--- config.mk ---
export PLATFORM = sky130hd
export DESIGN_NAME = reversible_counter_block
export DESIGN_NICKNAME = d
export VERILOG_FILES = /design/src/updown_pkg_store.sv /design/src/reversible_counter_block.sv
export SDC_FILE = /design/constraint.sdc
export NUM_CORES = 1
export LEC_CHECK = 0
export ABC_CLOCK_PERIOD_IN_PS = 15190
export CAP_MARGIN = 20
export CORE_ASPECT_RATIO = 1.75
export CORE_MARGIN = 4
export CORE_UTILIZATION = 60
export CTS_CLUSTER_DIAMETER = 50
export DETAILED_ROUTE_END_ITERATION = 12
export DONT_BUFFER_PORTS = 1
export HOLD_SLACK_MARGIN = 0.06
export PLACE_DENSITY = 0.81
export SYNTH_ARGS = -nofsm -noshare
export SYNTH_HDL_FRONTEND = slang
export SYNTH_SLANG_ARGS = --single-unit
export TNS_END_PERCENT = 30
--- constraint.sdc ---
create_clock -name clk_i -period 15.19 [get_ports clk_i]
set_input_delay 0 -clock clk_i [delete_from_list [all_inputs] [get_ports clk_i]]
set_output_delay 0 -clock clk_i [all_outputs]
set_load 0.01 [all_outputs]
--- src/updown_pkg_store.sv ---
package updown_pkg;
  // Clocking and scan timing
  localparam int CLK_MHZ = 100;
  localparam int SCAN_NS = 1000;
  localparam int SCAN_CYC = (SCAN_NS * CLK_MHZ) / 1000;
  localparam int SCAN_CNT_W = 8;
  localparam logic [SCAN_CNT_W-1:0] SCAN_LAST = SCAN_CNT_W'(SCAN_CYC - 1);

  // Parameter slot store
  localparam int NUM_SLOTS = 8;
  localparam int SLOT_IDX_W = 3;
  localparam int SLOT_W = 16;
  localparam int DATA_W = 32;
  localparam int WORD_SLOTS = 3;
  localparam int DWORD_SLOTS = 6;
  localparam logic [SLOT_W-1:0] SLOT_RST [NUM_SLOTS] = '{
    16'h0000, 16'h0064, 16'h0032, 16'h0000,
    16'h0000, 16'h0000, 16'h0000, 16'h0000
  };

  // Register map (byte addresses)
  localparam int ADDR_W = 12;
  localparam logic [ADDR_W-1:0] SLOT_OFS = 12'h000;
  localparam logic [ADDR_W-1:0] SLOT_END_OFS = 12'h01c;
  localparam logic [ADDR_W-1:0] CTRL_OFS = 12'h020;
  localparam logic [ADDR_W-1:0] STATUS_OFS = 12'h024;
  localparam logic [ADDR_W-1:0] CUR_OFS = 12'h028;

  // Control fields
  localparam int CTRL_DWORD_BIT = 0;
  localparam int CTRL_BASE_LSB = 4;
  localparam logic [DATA_W-1:0] CTRL_RST = 32'h0000_0000;

  // Status fields
  localparam int STAT_OUT_BIT = 0;
  localparam int STAT_LOADED_BIT = 1;
  localparam int STAT_HOLD_BIT = 2;
  localparam int STAT_BASE_ERR_BIT = 3;
  localparam int STAT_PRESET_BIT = 4;

  // Count ranges
  localparam logic [DATA_W-1:0] WORD_MAX = 32'h0000_ffff;
  localparam logic [DATA_W-1:0] DWORD_MAX = 32'hffff_ffff;
  localparam logic [DATA_W-1:0] CUR_RST = 32'h0000_0000;
endpackage

module param_slot_store
  import updown_pkg::*;
(
  // Clock and reset
  input wire logic clk_i,
  input wire logic sys_rst_i,
  // Write port
  input wire logic wr_en_i,
  input wire logic [updown_pkg::SLOT_IDX_W-1:0] wr_idx_i,
  input wire logic [updown_pkg::SLOT_W-1:0] wr_data_i,
  // All slots, slot n at bits n*SLOT_W
  output logic [updown_pkg::NUM_SLOTS*updown_pkg::SLOT_W-1:0] slots_o
);
  logic [SLOT_W-1:0] slot_r [NUM_SLOTS];

  // Volatile copy, reset restores program values
  always_ff @(posedge clk_i) begin
    if (sys_rst_i) begin
      for (int i = 0; i < NUM_SLOTS; i++) begin
        slot_r[i] <= SLOT_RST[i];
      end
    end else if (wr_en_i) begin
      slot_r[wr_idx_i] <= wr_data_i;
    end
  end

  always_comb begin
    for (int i = 0; i < NUM_SLOTS; i++) begin
      slots_o[i*SLOT_W +: SLOT_W] = slot_r[i];
    end
  end
endmodule // param_slot_store

--- src/reversible_counter_block.sv ---
// What this block does
// - Preset held loads initial value, output off
// - Otherwise each count rising edge steps one
// - Direction high counts down
// - Direction low counts up
// - ON>=OFF: output on at value>=ON
// - ON>=OFF: output off at value<OFF
// - ON<OFF: on within [ON, OFF)
// - ON<OFF: off outside [ON, OFF)
// - Preset wins; count waits one scan
// - Width select: 16-bit or 32-bit range
// - Up count saturates at width maximum
// - Down count stops at zero
// - Slots hold initial, ON, OFF consecutively
// - Runtime values volatile, reset restores defaults
//
// The address map and the APB register port were decided locally.
module reversible_counter_block
  import updown_pkg::*;
(
  // Clock and reset
  input wire logic clk_i,
  input wire logic sys_rst_i,
  // APB slave
  input wire logic [updown_pkg::ADDR_W-1:0] paddr_i,
  input wire logic psel_i,
  input wire logic penable_i,
  input wire logic pwrite_i,
  input wire logic [updown_pkg::DATA_W-1:0] pwdata_i,
  output logic [updown_pkg::DATA_W-1:0] prdata_o,
  output logic pready_o,
  output logic pslverr_o,
  // Counter inputs
  input wire logic preset_load_input_i,
  input wire logic count_pulse_i,
  input wire logic dir_down_i,
  // Counter results
  output logic cmp_out_o,
  output logic [updown_pkg::DATA_W-1:0] cur_value_o
);

  // Input synchronisers
  logic [2:0] sync1_r;
  logic [2:0] sync2_r;
  logic preset_s;
  logic count_s;
  logic down_s;

  always_ff @(posedge clk_i) begin
    if (sys_rst_i) begin
      sync1_r <= 3'h0;
      sync2_r <= 3'h0;
    end else begin
      sync1_r <= {dir_down_i, count_pulse_i, preset_load_input_i};
      sync2_r <= sync1_r;
    end
  end

  assign preset_s = sync2_r[0];
  assign count_s = sync2_r[1];
  assign down_s = sync2_r[2];

  // Scan cycle divider
  logic [SCAN_CNT_W-1:0] scan_cnt_r;
  logic scan_tick_r;

  always_ff @(posedge clk_i) begin
    if (sys_rst_i) begin
      scan_cnt_r <= '0;
      scan_tick_r <= 1'b0;
    end else if (scan_cnt_r == SCAN_LAST) begin
      scan_cnt_r <= '0;
      scan_tick_r <= 1'b1;
    end else begin
      scan_cnt_r <= scan_cnt_r + SCAN_CNT_W'(1);
      scan_tick_r <= 1'b0;
    end
  end

  // Control register and slot store
  logic [DATA_W-1:0] ctrl_r;
  logic dword;
  logic [SLOT_IDX_W-1:0] base_idx;
  logic [NUM_SLOTS*SLOT_W-1:0] slots;
  logic slot_wr;
  logic [SLOT_IDX_W-1:0] slot_wr_idx;

  assign dword = ctrl_r[CTRL_DWORD_BIT];
  assign base_idx = ctrl_r[CTRL_BASE_LSB +: SLOT_IDX_W];

  param_slot_store u_store (
    .clk_i(clk_i),
    .sys_rst_i(sys_rst_i),
    .wr_en_i(slot_wr),
    .wr_idx_i(slot_wr_idx),
    .wr_data_i(pwdata_i[SLOT_W-1:0]),
    .slots_o(slots)
  );

  // Value k of the group: 0 initial, 1 ON, 2 OFF
  function automatic logic [DATA_W-1:0] group_val(
    input logic [NUM_SLOTS*SLOT_W-1:0] s,
    input logic dw,
    input logic [SLOT_IDX_W-1:0] base,
    input logic [1:0] k
  );
    logic [SLOT_IDX_W-1:0] lo;
    logic [SLOT_IDX_W-1:0] hi;
    logic [SLOT_IDX_W-1:0] wi;
    lo = base + SLOT_IDX_W'({k, 1'b0});
    hi = lo + SLOT_IDX_W'(1);
    wi = base + SLOT_IDX_W'(k);
    if (dw) begin
      group_val = {s[hi*SLOT_W +: SLOT_W], s[lo*SLOT_W +: SLOT_W]};
    end else begin
      group_val = {16'h0000, s[wi*SLOT_W +: SLOT_W]};
    end
  endfunction

  // Threshold comparison with hysteresis
  function automatic logic cmp_next(
    input logic [DATA_W-1:0] v,
    input logic [DATA_W-1:0] on_t,
    input logic [DATA_W-1:0] off_t,
    input logic prev
  );
    if (on_t >= off_t) begin
      if (v >= on_t) begin
        cmp_next = 1'b1;
      end else if (v < off_t) begin
        cmp_next = 1'b0;
      end else begin
        cmp_next = prev;
      end
    end else begin
      // Window mode, on only inside [ON, OFF)
      cmp_next = (v >= on_t) && (v < off_t);
    end
  endfunction

  logic [DATA_W-1:0] max_v;
  logic [DATA_W-1:0] init_v;
  logic [DATA_W-1:0] on_v;
  logic [DATA_W-1:0] off_v;
  logic [DATA_W-1:0] init_lim;
  logic [DATA_W-1:0] on_lim;
  logic [DATA_W-1:0] off_lim;
  logic base_err;

  assign max_v = dword ? DWORD_MAX : WORD_MAX;
  assign init_v = group_val(slots, dword, base_idx, 2'd0);
  assign on_v = group_val(slots, dword, base_idx, 2'd1);
  assign off_v = group_val(slots, dword, base_idx, 2'd2);
  // Values clipped to the selected width
  assign init_lim = init_v & max_v;
  assign on_lim = on_v & max_v;
  assign off_lim = off_v & max_v;
  // Group running past the last slot wraps; flagged to software
  assign base_err = dword ?
    (4'(base_idx) + 4'(DWORD_SLOTS) > 4'(NUM_SLOTS)) :
    (4'(base_idx) + 4'(WORD_SLOTS) > 4'(NUM_SLOTS));

  // Scan sampling: previous count level and post-preset hold
  logic count_prev_r;
  logic hold_r;
  logic count_rise;

  assign count_rise = count_s & ~count_prev_r;

  always_ff @(posedge clk_i) begin
    if (sys_rst_i) begin
      count_prev_r <= 1'b0;
    end else if (scan_tick_r) begin
      count_prev_r <= count_s;
    end
  end

  always_ff @(posedge clk_i) begin
    if (sys_rst_i) begin
      hold_r <= 1'b0;
    end else if (scan_tick_r) begin
      // Set while preset, cleared after one further scan
      hold_r <= preset_s;
    end
  end

  // Current value
  logic [DATA_W-1:0] cur_r;
  logic [DATA_W-1:0] cur_nxt;
  logic [DATA_W-1:0] cur_lim;

  assign cur_lim = cur_r & max_v;

  always_comb begin
    cur_nxt = cur_lim;
    if (preset_s) begin
      cur_nxt = init_lim;
    end else if (!hold_r && count_rise) begin
      if (down_s) begin
        if (cur_lim != '0) begin
          cur_nxt = cur_lim - DATA_W'(1);
        end
      end else if (cur_lim < max_v) begin
        cur_nxt = cur_lim + DATA_W'(1);
      end
    end
  end

  always_ff @(posedge clk_i) begin
    if (sys_rst_i) begin
      cur_r <= CUR_RST;
    end else if (scan_tick_r) begin
      cur_r <= cur_nxt;
    end
  end

  // Comparison output
  logic out_r;

  always_ff @(posedge clk_i) begin
    if (sys_rst_i) begin
      out_r <= 1'b0;
    end else if (scan_tick_r) begin
      if (preset_s) begin
        out_r <= 1'b0;
      end else begin
        out_r <= cmp_next(cur_nxt, on_lim, off_lim, out_r);
      end
    end
  end

  // Loaded flag: value is only meaningful after one preset
  logic loaded_r;

  always_ff @(posedge clk_i) begin
    if (sys_rst_i) begin
      loaded_r <= 1'b0;
    end else if (scan_tick_r && preset_s) begin
      loaded_r <= 1'b1;
    end
  end

  assign cmp_out_o = out_r;
  assign cur_value_o = cur_r;

  // Exact match of one register's byte address
  function automatic logic reg_hit(
    input logic [ADDR_W-1:0] a,
    input logic [ADDR_W-1:0] ofs
  );
    reg_hit = (a == ofs);
  endfunction

  // APB slave, zero wait state
  logic pready_r;
  logic pslverr_r;
  logic [DATA_W-1:0] prdata_r;
  logic setup;
  logic access;
  logic aligned;
  logic is_slot;
  logic is_ctrl;
  logic is_status;
  logic is_cur;
  logic mapped;
  logic [DATA_W-1:0] rd_mux;
  logic [DATA_W-1:0] status_v;

  assign setup = psel_i & ~penable_i;
  assign access = psel_i & penable_i & pready_r;
  assign aligned = (paddr_i[1:0] == 2'b00);
  assign is_slot = (paddr_i <= SLOT_END_OFS) && aligned;
  assign is_ctrl = reg_hit(paddr_i, CTRL_OFS);
  assign is_status = reg_hit(paddr_i, STATUS_OFS);
  assign is_cur = reg_hit(paddr_i, CUR_OFS);
  assign mapped = is_slot || is_ctrl || is_status || is_cur;
  assign slot_wr = access && pwrite_i && is_slot;
  assign slot_wr_idx = paddr_i[SLOT_IDX_W+1:2];

  always_comb begin
    status_v = '0;
    status_v[STAT_OUT_BIT] = out_r;
    status_v[STAT_LOADED_BIT] = loaded_r;
    status_v[STAT_HOLD_BIT] = hold_r;
    status_v[STAT_BASE_ERR_BIT] = base_err;
    status_v[STAT_PRESET_BIT] = preset_s;
  end

  always_comb begin
    rd_mux = '0;
    if (is_slot) begin
      rd_mux = {16'h0000, slots[slot_wr_idx*SLOT_W +: SLOT_W]};
    end else if (is_ctrl) begin
      rd_mux = ctrl_r;
    end else if (is_status) begin
      rd_mux = status_v;
    end else if (is_cur) begin
      rd_mux = cur_r;
    end
  end

  always_ff @(posedge clk_i) begin
    if (sys_rst_i) begin
      ctrl_r <= CTRL_RST;
    end else if (access && pwrite_i && is_ctrl) begin
      ctrl_r <= '0;
      ctrl_r[CTRL_DWORD_BIT] <= pwdata_i[CTRL_DWORD_BIT];
      ctrl_r[CTRL_BASE_LSB +: SLOT_IDX_W] <=
        pwdata_i[CTRL_BASE_LSB +: SLOT_IDX_W];
    end
  end

  // Ready and error pulse for one cycle in the access phase
  always_ff @(posedge clk_i) begin
    if (sys_rst_i) begin
      pready_r <= 1'b0;
      pslverr_r <= 1'b0;
    end else if (setup) begin
      pready_r <= 1'b1;
      pslverr_r <= ~mapped;
    end else begin
      pready_r <= 1'b0;
      pslverr_r <= 1'b0;
    end
  end

  // Read data captured at setup, shown during access
  always_ff @(posedge clk_i) begin
    if (sys_rst_i) begin
      prdata_r <= '0;
    end else if (setup) begin
      prdata_r <= (!pwrite_i && mapped) ? rd_mux : '0;
    end
  end

  assign prdata_o = prdata_r;
  assign pready_o = pready_r;
  assign pslverr_o = pslverr_r;

endmodule // reversible_counter_block

==> results of run 1 <==
-- through the flow --
stage,hold slack [ns],std cells
2_1_floorplan,0.128,1719
3_3_place_gp,0.0731,1995
3_5_place_dp,0.0747,1995
4_1_cts,0.0679,2090
5_1_grt,0.0684,2090
6_report,0.0683,2091
-- where the power goes --
group          switching (mW)  internal (mW)
sequential             0.0125          0.631
combinational          0.0675         0.0533
clock                   0.265          0.343
total                   0.345           1.03
-- layout by cell type, fill, tap and decap left out, types with 19 or more instances in the layout --
cell type / Yosys / layout
edfxtp_1: 128 / 128
mux2_2: 73 / 73
nand3_1: 26 / 26
and3_1: 19 / 19
a21oi_1: 58 / 58
nor3_1: 22 / 22
nand2_1: 156 / 156
buf_4: 0 / 29
ha_1: 104 / 103
dfxtp_1: 89 / 84
a21o_1: 33 / 33
nand4_1: 27 / 27
dlygate4sd3_1: 0 / 46
a22oi_1: 28 / 28
mux2i_1: 73 / 73
and2_1: 131 / 131
o21ai_0: 53 / 47
mux4_2: 160 / 160
o21a_1: 20 / 20
clkbuf_16: 0 / 25
inv_1: 47 / 47
nor2_1: 115 / 111
-- sequential cells by signal, summed over array words and instances, names as in the netlist --
name            cells
cur_value_o        32
cmp_out_o           1
loaded_r            1
pslverr_o           1
scan_cnt_r          8
pready_o            1
hold_r              1
sync1_r             3
ctrl_r              4
count_prev_r        1
scan_tick_r         1
u_store.slot_r    128
prdata_o           32
sync2_r             3
-- per-layer routing --
| layer | wire length (µm) | global-route usage (%) | part of all wire [%] | up-vias |
|---|---|---|---|---|
| met2 | 29500 | 59.7 | 51 | 945 |
| met3 | 5230 | 6.82 | 9.0 | 284 |
| met5 | 0 | 0 | 0 | - |
| met4 | 4520 | 23.8 | 7.8 | 0 |
| met1 | 18600 | 36.9 | 32 | 7321 |
| li1 | - | - | - | 6508 |
-- cell families after synthesis --
| logic type | share of synthesized area (%) |
|---|---|
| buf+inv | 3.91 |
| mux | 28.5 |
| fa+ha+maj | 7.19 |
| flops | 31.1 |
| compound gates | 11.1 |
| xor+xnor | 1.16 |
| simple gates | 17.1 |
-- cell type report --
class                   count  area (µm²)  area share, %
multi-input cells        1318       11800           59.9
flip-flops and latches    217        5640           28.6
diodes                      1        2.50         0.0127
clock buffers              26         629           3.20
well taps                 382         478           2.43
clock inverters            19         206           1.05
repair buffers             79         766           3.89
inverters                  49         184          0.934
-- how the worst min path moves through the flow --
stage	start	endpoint	slack (ns)	cells past startpoint
global route	sys_rst_i	cur_value_o[23]	0.07	2
detailed placement	sys_rst_i	sync2_r[0]	0.07	1
finish	sys_rst_i	cur_value_o[23]	0.07	2
floorplan	preset_load_input_i	sync1_r[0]	0.13	1
CTS	sys_rst_i	cur_value_o[23]	0.07	2
global placement	sys_rst_i	sync2_r[0]	0.07	1
==> results by group, run 1 <==
Setup path
  • CP delay by family, top: compound AO/OA/AOI/OAI gates
  • WP data arrival: 7.10 ns
  • Setup slack, reg-to-reg: roughly 8.5 ns
  • Cell Chain, Critical Path: buf_4 > inv_2 > ha_2 > buf_4 > mux4_2 > mux2_2 > nand3_1 > o21ai_0 > ha_1 > a21o_1 > a21oi_1 > nor2b_1 > o21ai_0 > a21oi_1 > a2111oi_0 > o41ai_1 > a21oi_1 > nor4bb_1 > nor3_2
  • CP required: around 16 ns
  • Reg-to-reg endpoint: cmp_out_o
  • FF-to-FF path depth: 19
  • Crit path launch type: flop
  • Critical Path End: cmp_out_o
  • Most Frequent Cell on Critical Path: a21oi_1
  • CP startpoint: ctrl_r[5]
  • Crit. End Element: flop
  • Critical Path Stages: 19
  • FF-to-FF Start: ctrl_r[5]
  • CP peak stage delay: 0.67 ns
  • Worst path slowest cell: mux4_2
  • Crit path kind: flop to flop
  • Crit path buffers/inverters: 3
  • CP max FO: 44

Synth
  • Most common cell in the synthesized netlist: mux4_2
  • Ys Warns: 0
  • Synth top area cells: edfxtp_1 (21%), mux4_2 (20%), dfxtp_1 (9.8%), ha_1 (7.2%), mux2_2 (4.5%)
  • Area share of the largest cell type after synthesis: between 20% and 30%
  • Top_reg_cell synth: edfxtp_1
  • Number of flops mapped to enable cells by yosys: 128
  • Cell area after synthesis: around 18000 µm²
  • Netlist cell types: 77
  • Mapped Nets: ~1900
  • Async S/R FF share, synth: 0%
  • Synth area leader: edfxtp_1
  • Part of the Yosys area used for sequential elements: a little under a third
  • Avg Inst Size Synth: 10.5 µm²
  • List of most frequent post-synthesis cells: mux4_2 (160), nand2_1 (156), and2_1 (131), edfxtp_1 (128), nor2_1 (115)
  • Register bit total from synthesis: about 220
  • Post-Syn Instances: 1719

Global routing
  • Global-route wire length before repair: approximately 87000 µm
  • Largest net degree at the start of global routing: roughly 90
  • Global Route Usage Sum: approximately a third
  • Vias in the first global route: 14900
  • Initial antenna violation count: 0
  • Grt ovf: 0

Placement
  • Routability cong.: between 0.9 and 1
  • Placed inst area: roughly 18000 µm²
  • Pre-CTS setup slack: approximately 8.7 ns
  • Post-DP HPWL: about 40000 µm
  • Port buffer count: 0

Die
  • Die ar.: 33100 µm²
  • Starting Density: roughly three fifths
  • # rows: 83
  • I/O pin count: 119
  • Die Height: 238 µm
  • Core area: slightly below 30000 µm²
  • DIE WIDTH: approximately 140 µm

Clocking
  • Worst skew pair latency: approximately 0.55 ns
  • Clock tree buffer depth: 3
  • Clock Sinks: 217
  • Clock transition at the registers of the reported paths: 0.06 ns
  • Hold buffers post-CTS: 50
  • Postcts setup bufs: 0
  • CTS root buf: clkbuf_16
  • Htree depth: 1
  • Clock tree from TritonCTS: yes
  • Inserted Clock Buffers: 25
  • Post-CTS sizing: 0

Final layout
  • Layout Cell Area excl Fill: approximately 20000 µm²
  • Fillers: between 2000 and 2500
  • Layout net count: about 1800
  • Syn-to-layout area delta: 8.87%
  • Final core occ: around two thirds
  • Layout cells sized above 1: 20.1%

Routing
  • WL/cell: approximately 28 µm
  • WL final: about 58000 µm
  • Antenna Nets Post-Route: 0
  • Via count: around 15000
  • Vias per cell: 7.20
  • DRC: 0
  • TritonRoute pass-1 iters: 8
  • Starting DRT DRC Count: ~1800

STA
  • RSZ-0062 raised after global routing: false
  • Period utilization: roughly 44%
  • Shortest period the worst path allows: between 6 and 7 ns
  • Slew Viols, Final: 0
  • Rel. slew slack: between 10% and 20%
  • Setup tns final: 0 ns
  • Hold Vio Cnt, Final: 0
  • Setup violators final: 0
  • Setup WS post-layout: about 8.5 ns
  • Fmax: approximately 0.15 GHz
  • Worst-Margin Slew: 1.23 ns
  • Fin Clk Skew: 0.0161 ns

Run
  • Max cap viols: 0

Power and ir drop
  • Leakage Power: 7.45 nW
  • Max VDD drop: approximately 0.14 mV
  • Final Power: 1.37 mW
  • Pwr/cell area: around 70 nW/µm²

Worst hold path
  • Hold Crit Class: primary input to flop

Status
  • Outcome: finished clean
No activity file was read; power rests on OpenSTA's default activity.
==> run 2, diff against run 1 <==
--- a/config.mk
+++ b/config.mk
@@ -5,7 +5,7 @@
 export SDC_FILE = /design/constraint.sdc
 export NUM_CORES = 1
 export LEC_CHECK = 0
-export ABC_CLOCK_PERIOD_IN_PS = 15190
+export ABC_CLOCK_PERIOD_IN_PS = 5620
 export CAP_MARGIN = 20
 export CORE_ASPECT_RATIO = 1.75
 export CORE_MARGIN = 4
@@ -14,7 +14,7 @@
 export DETAILED_ROUTE_END_ITERATION = 12
 export DONT_BUFFER_PORTS = 1
 export HOLD_SLACK_MARGIN = 0.06
-export PLACE_DENSITY = 0.81
+export PLACE_DENSITY = 0.84
 export SYNTH_ARGS = -nofsm -noshare
 export SYNTH_HDL_FRONTEND = slang
 export SYNTH_SLANG_ARGS = --single-unit
==> constraint.sdc (replaced) <==
create_clock -name clk_i -period 5.62 [get_ports clk_i]
set_input_delay 0 -clock clk_i [delete_from_list [all_inputs] [get_ports clk_i]]
set_output_delay 0 -clock clk_i [all_outputs]
set_load 0.01 [all_outputs]
==> run 2 against run 1 <==
Compared with the run above: clock-buffer cell count fell by 1; worst hold slack better by 0.011 ns; critical endpoint unchanged; clock power rose to 2.7 times the previous value; utilization is 0.90 points higher; first-iteration DRC count is 5.5% higher; critical path depth increased by 3; routed wire length grew 3.3%; non-clock buffer count grew 34; global-route usage up 1.1 points; final area rose by 1.3%.
==> results by group, run 2 (same netlist as run 1, synthesis figures left out) <==
Status
  • Outcome: finished clean

Final layout
  • Final core occ: 67.4% (+0.90 points)
  • Max FFs per register: 128 (unchanged)
  • Layout net count: 1879 (+1.8%)
  • Layout cells sized above 1: 21.9% (+1.8 points)
  • Layout Cell Area excl Fill: 20000 µm² (+1.3%)
  • FF/Latch Area: 5640 µm² (unchanged)
  • Commonest non-fill, non-tap cells in the layout: mux4_2 (160), nand2_1 (156), and2_1 (131)
  • Fillers: 2172 (-2.9%)
  • Syn-to-layout area delta: 10.3%
  • Commonest non-fill, non-tap cell in the layout: mux4_2
  • Multi-input logic area: 11800 µm² (about the same)
  • Biggest register: u_store.slot_r

Clocking
  • Clock transition at the registers of the reported paths: 0.07 ns (about the same)
  • Clock Sinks: 217 (unchanged)
  • CTS root buf: clkbuf_16
  • Worst skew pair latency: 0.55 ns (about the same)
  • Clock tree from TritonCTS: yes
  • Post-CTS sizing: 0 (unchanged)
  • Htree depth: 1 (unchanged)
  • Inserted Clock Buffers: 24 (-4.0%)
  • Clock tree buffer depth: 3 (unchanged)

Die
  • DIE WIDTH: 139 µm (unchanged)
  • Die Height: 238 µm (unchanged)
  • # rows: 83 (unchanged)
  • Core area: 29600 µm² (unchanged)
  • Die ar.: 33100 µm² (unchanged)
  • Starting Density: 61.1% (unchanged)
  • I/O pin count: 119 (unchanged)

STA
  • Period utilization: 91.8% (+48 points)
  • Fmax: 0.194 GHz (+29%)
  • Hold Vio Cnt, Final: 0 (unchanged)
  • Setup WS post-layout: 0.459 ns (-8.06 ns)
  • Setup tns final: 0 ns (unchanged)
  • Fin Clk Skew: 0.0231 ns (+0.00702 ns)
  • Setup violators final: 0 (unchanged)
  • Shortest period the worst path allows: 5.16 ns (-1.51 ns)
  • Worst-Margin Slew: 1.04 ns (-0.192 ns)
  • Rel. slew slack: 30.6% (+13 points)
  • Hold_ws: 0.0796 ns (+0.0114 ns)
  • RSZ-0062 raised after global routing: false
  • Slew Viols, Final: 0 (unchanged)

Routing
  • TritonRoute pass-1 iters: 7 (-1)
  • WL final: 59800 µm (+3.3%)
  • DRC: 0 (unchanged)
  • Starting DRT DRC Count: 1887 (+5.5%)
  • Antenna Nets Post-Route: 0 (unchanged)
  • Via count: 15600 (+3.4%)
  • WL/cell: 28.1 µm (+1.6%)
  • Vias per cell: 7.33 (+1.8%)

Setup path
  • Crit path buffers/inverters: 1 (-2)
  • FF-to-FF Start: cur_value_o[0]
  • CP delay by family, top: simple AND/OR/NAND/NOR gates
  • CP peak stage delay: 0.53 ns (-0.14 ns)
  • WP data arrival: 5.60 ns (-1.50 ns)
  • Crit path launch type: flop
  • Setup slack, reg-to-reg: 0.46 ns (-8.06 ns)
  • Crit path kind: flop to flop
  • Worst path slowest cell: dfxtp_1
  • CP required: 6.06 ns (-9.56 ns)
  • FF-to-FF path depth: 22 (+3)
  • Cell Chain, Critical Path: inv_1 > ha_1 > or3b_2 > nor3_1 > nand4bb_4 > nand2_1 > or4_1 > a21oi_1 > nand2_1 > xor2_1 > mux2i_1 > ha_1 > a21o_1 > a21o_1 > a21oi_1 > a211oi_1 > o2111ai_1 > a211oi_1 > or3_1 > a32oi_2 > a311o_1 > nor3_2
  • Reg-to-reg endpoint: cmp_out_o
  • Crit. End Element: flop
  • CP max FO: 7 (-84%)

Run
  • Max cap viols: 0 (unchanged)

Worst hold path
  • Hold path cells: 5 (+3)
  • Hold Crit Class: primary input to flop
  • Min-delay src: paddr_i[3]
  • Hold Path Sink: prdata_o[1]

Placement
  • Pre-CTS setup slack: 0.547 ns (-8.13 ns)
  • Port buffer count: 0 (unchanged)
  • Placed inst area: 18600 µm² (+1.7%)
  • Routability cong.: 1.02 (+5.6%)
  • Post-DP HPWL: 42000 µm (+4.5%)

Power and ir drop
  • Leakage Power: 7.64 nW (+2.5%)
  • Pwr/cell area: 186 nW/µm² (+170%)
  • Max VDD drop: 0.257 mV (+89%)

Global routing
  • Vias in the first global route: 15600 (+4.8%)
  • Global-route wire length before repair: 90900 µm (+4.0%)
  • Global Route Usage Sum: 35.3% (+1.1 points)
  • Initial antenna violation count: 3 (+3)
  • Largest net degree at the start of global routing: 110 (+25%)
  • Grt ovf: 0 (unchanged)
[run 2: layout make-up]
cell class | count | area share (%)
multi-input combinational | 1318 | 59.0
sequential | 217 | 28.2
timing repair buffer | 113 | 5.27
clock buffer | 25 | 3.13
tap | 382 | 2.39
clock inverter | 18 | 0.972
inverter | 49 | 0.921
antenna | 2 | 0.0251
[run 2: worst max path at each step]
stage | slack, ns | from | end | depth (start not counted)
2_1_floorplan | 0.05 | ctrl_r[5] | cmp_out_o | 23
3_3_place_gp | 0.59 | cur_value_o[4] | cmp_out_o | 19
3_5_place_dp | 0.55 | ctrl_r[5] | cmp_out_o | 17
4_1_cts | 0.53 | cur_value_o[4] | cmp_out_o | 19
5_1_grt | 0.07 | cur_value_o[2] | cmp_out_o | 18
6_report | 0.46 | cur_value_o[0] | cmp_out_o | 22
[run 2: worst reg2reg max path, delay by kind of cell, from the launching register on]
family	cells	cell delay (ns)
buffers and inverters	1	0.19
muxes	1	0.34
AOI/OAI and AO/OA	9	1.61
adders and majority gates	2	0.59
and+or+nand+nor	8	1.62
xor gates and xnor gates	1	0.16
DFF	1	0.53
[run 2: report_power, final]
part | switching [mW] | internal (mW)
sequential | 0.0386 | 1.71
clock | 0.722 | 0.923
combinational | 0.179 | 0.144
[run 2: timing repair]
action                                 CTS  global route
hold buffers                            46             0
buffers inserted                         0             0
endpoints found under the hold margin  210             0
[run 2: layer usage]
layer | up-vias | GRT usage [%] | share of wire, %
met5 | - | 0 | 0.033
met4 | 2 | 27.2 | 9.7
met3 | 357 | 5.96 | 9.4
met2 | 1182 | 61.1 | 49
met1 | 7457 | 38.1 | 31
li1 | 6578 | - | -
[run 2: stage by stage]
stage                     power, mW  instances
after floorplan                1.97       1719
after global placement         2.01       2031
after detailed placement       2.03       2033
after CTS                      3.72       2122
after global routing           3.81       2124
final                          3.71       2124
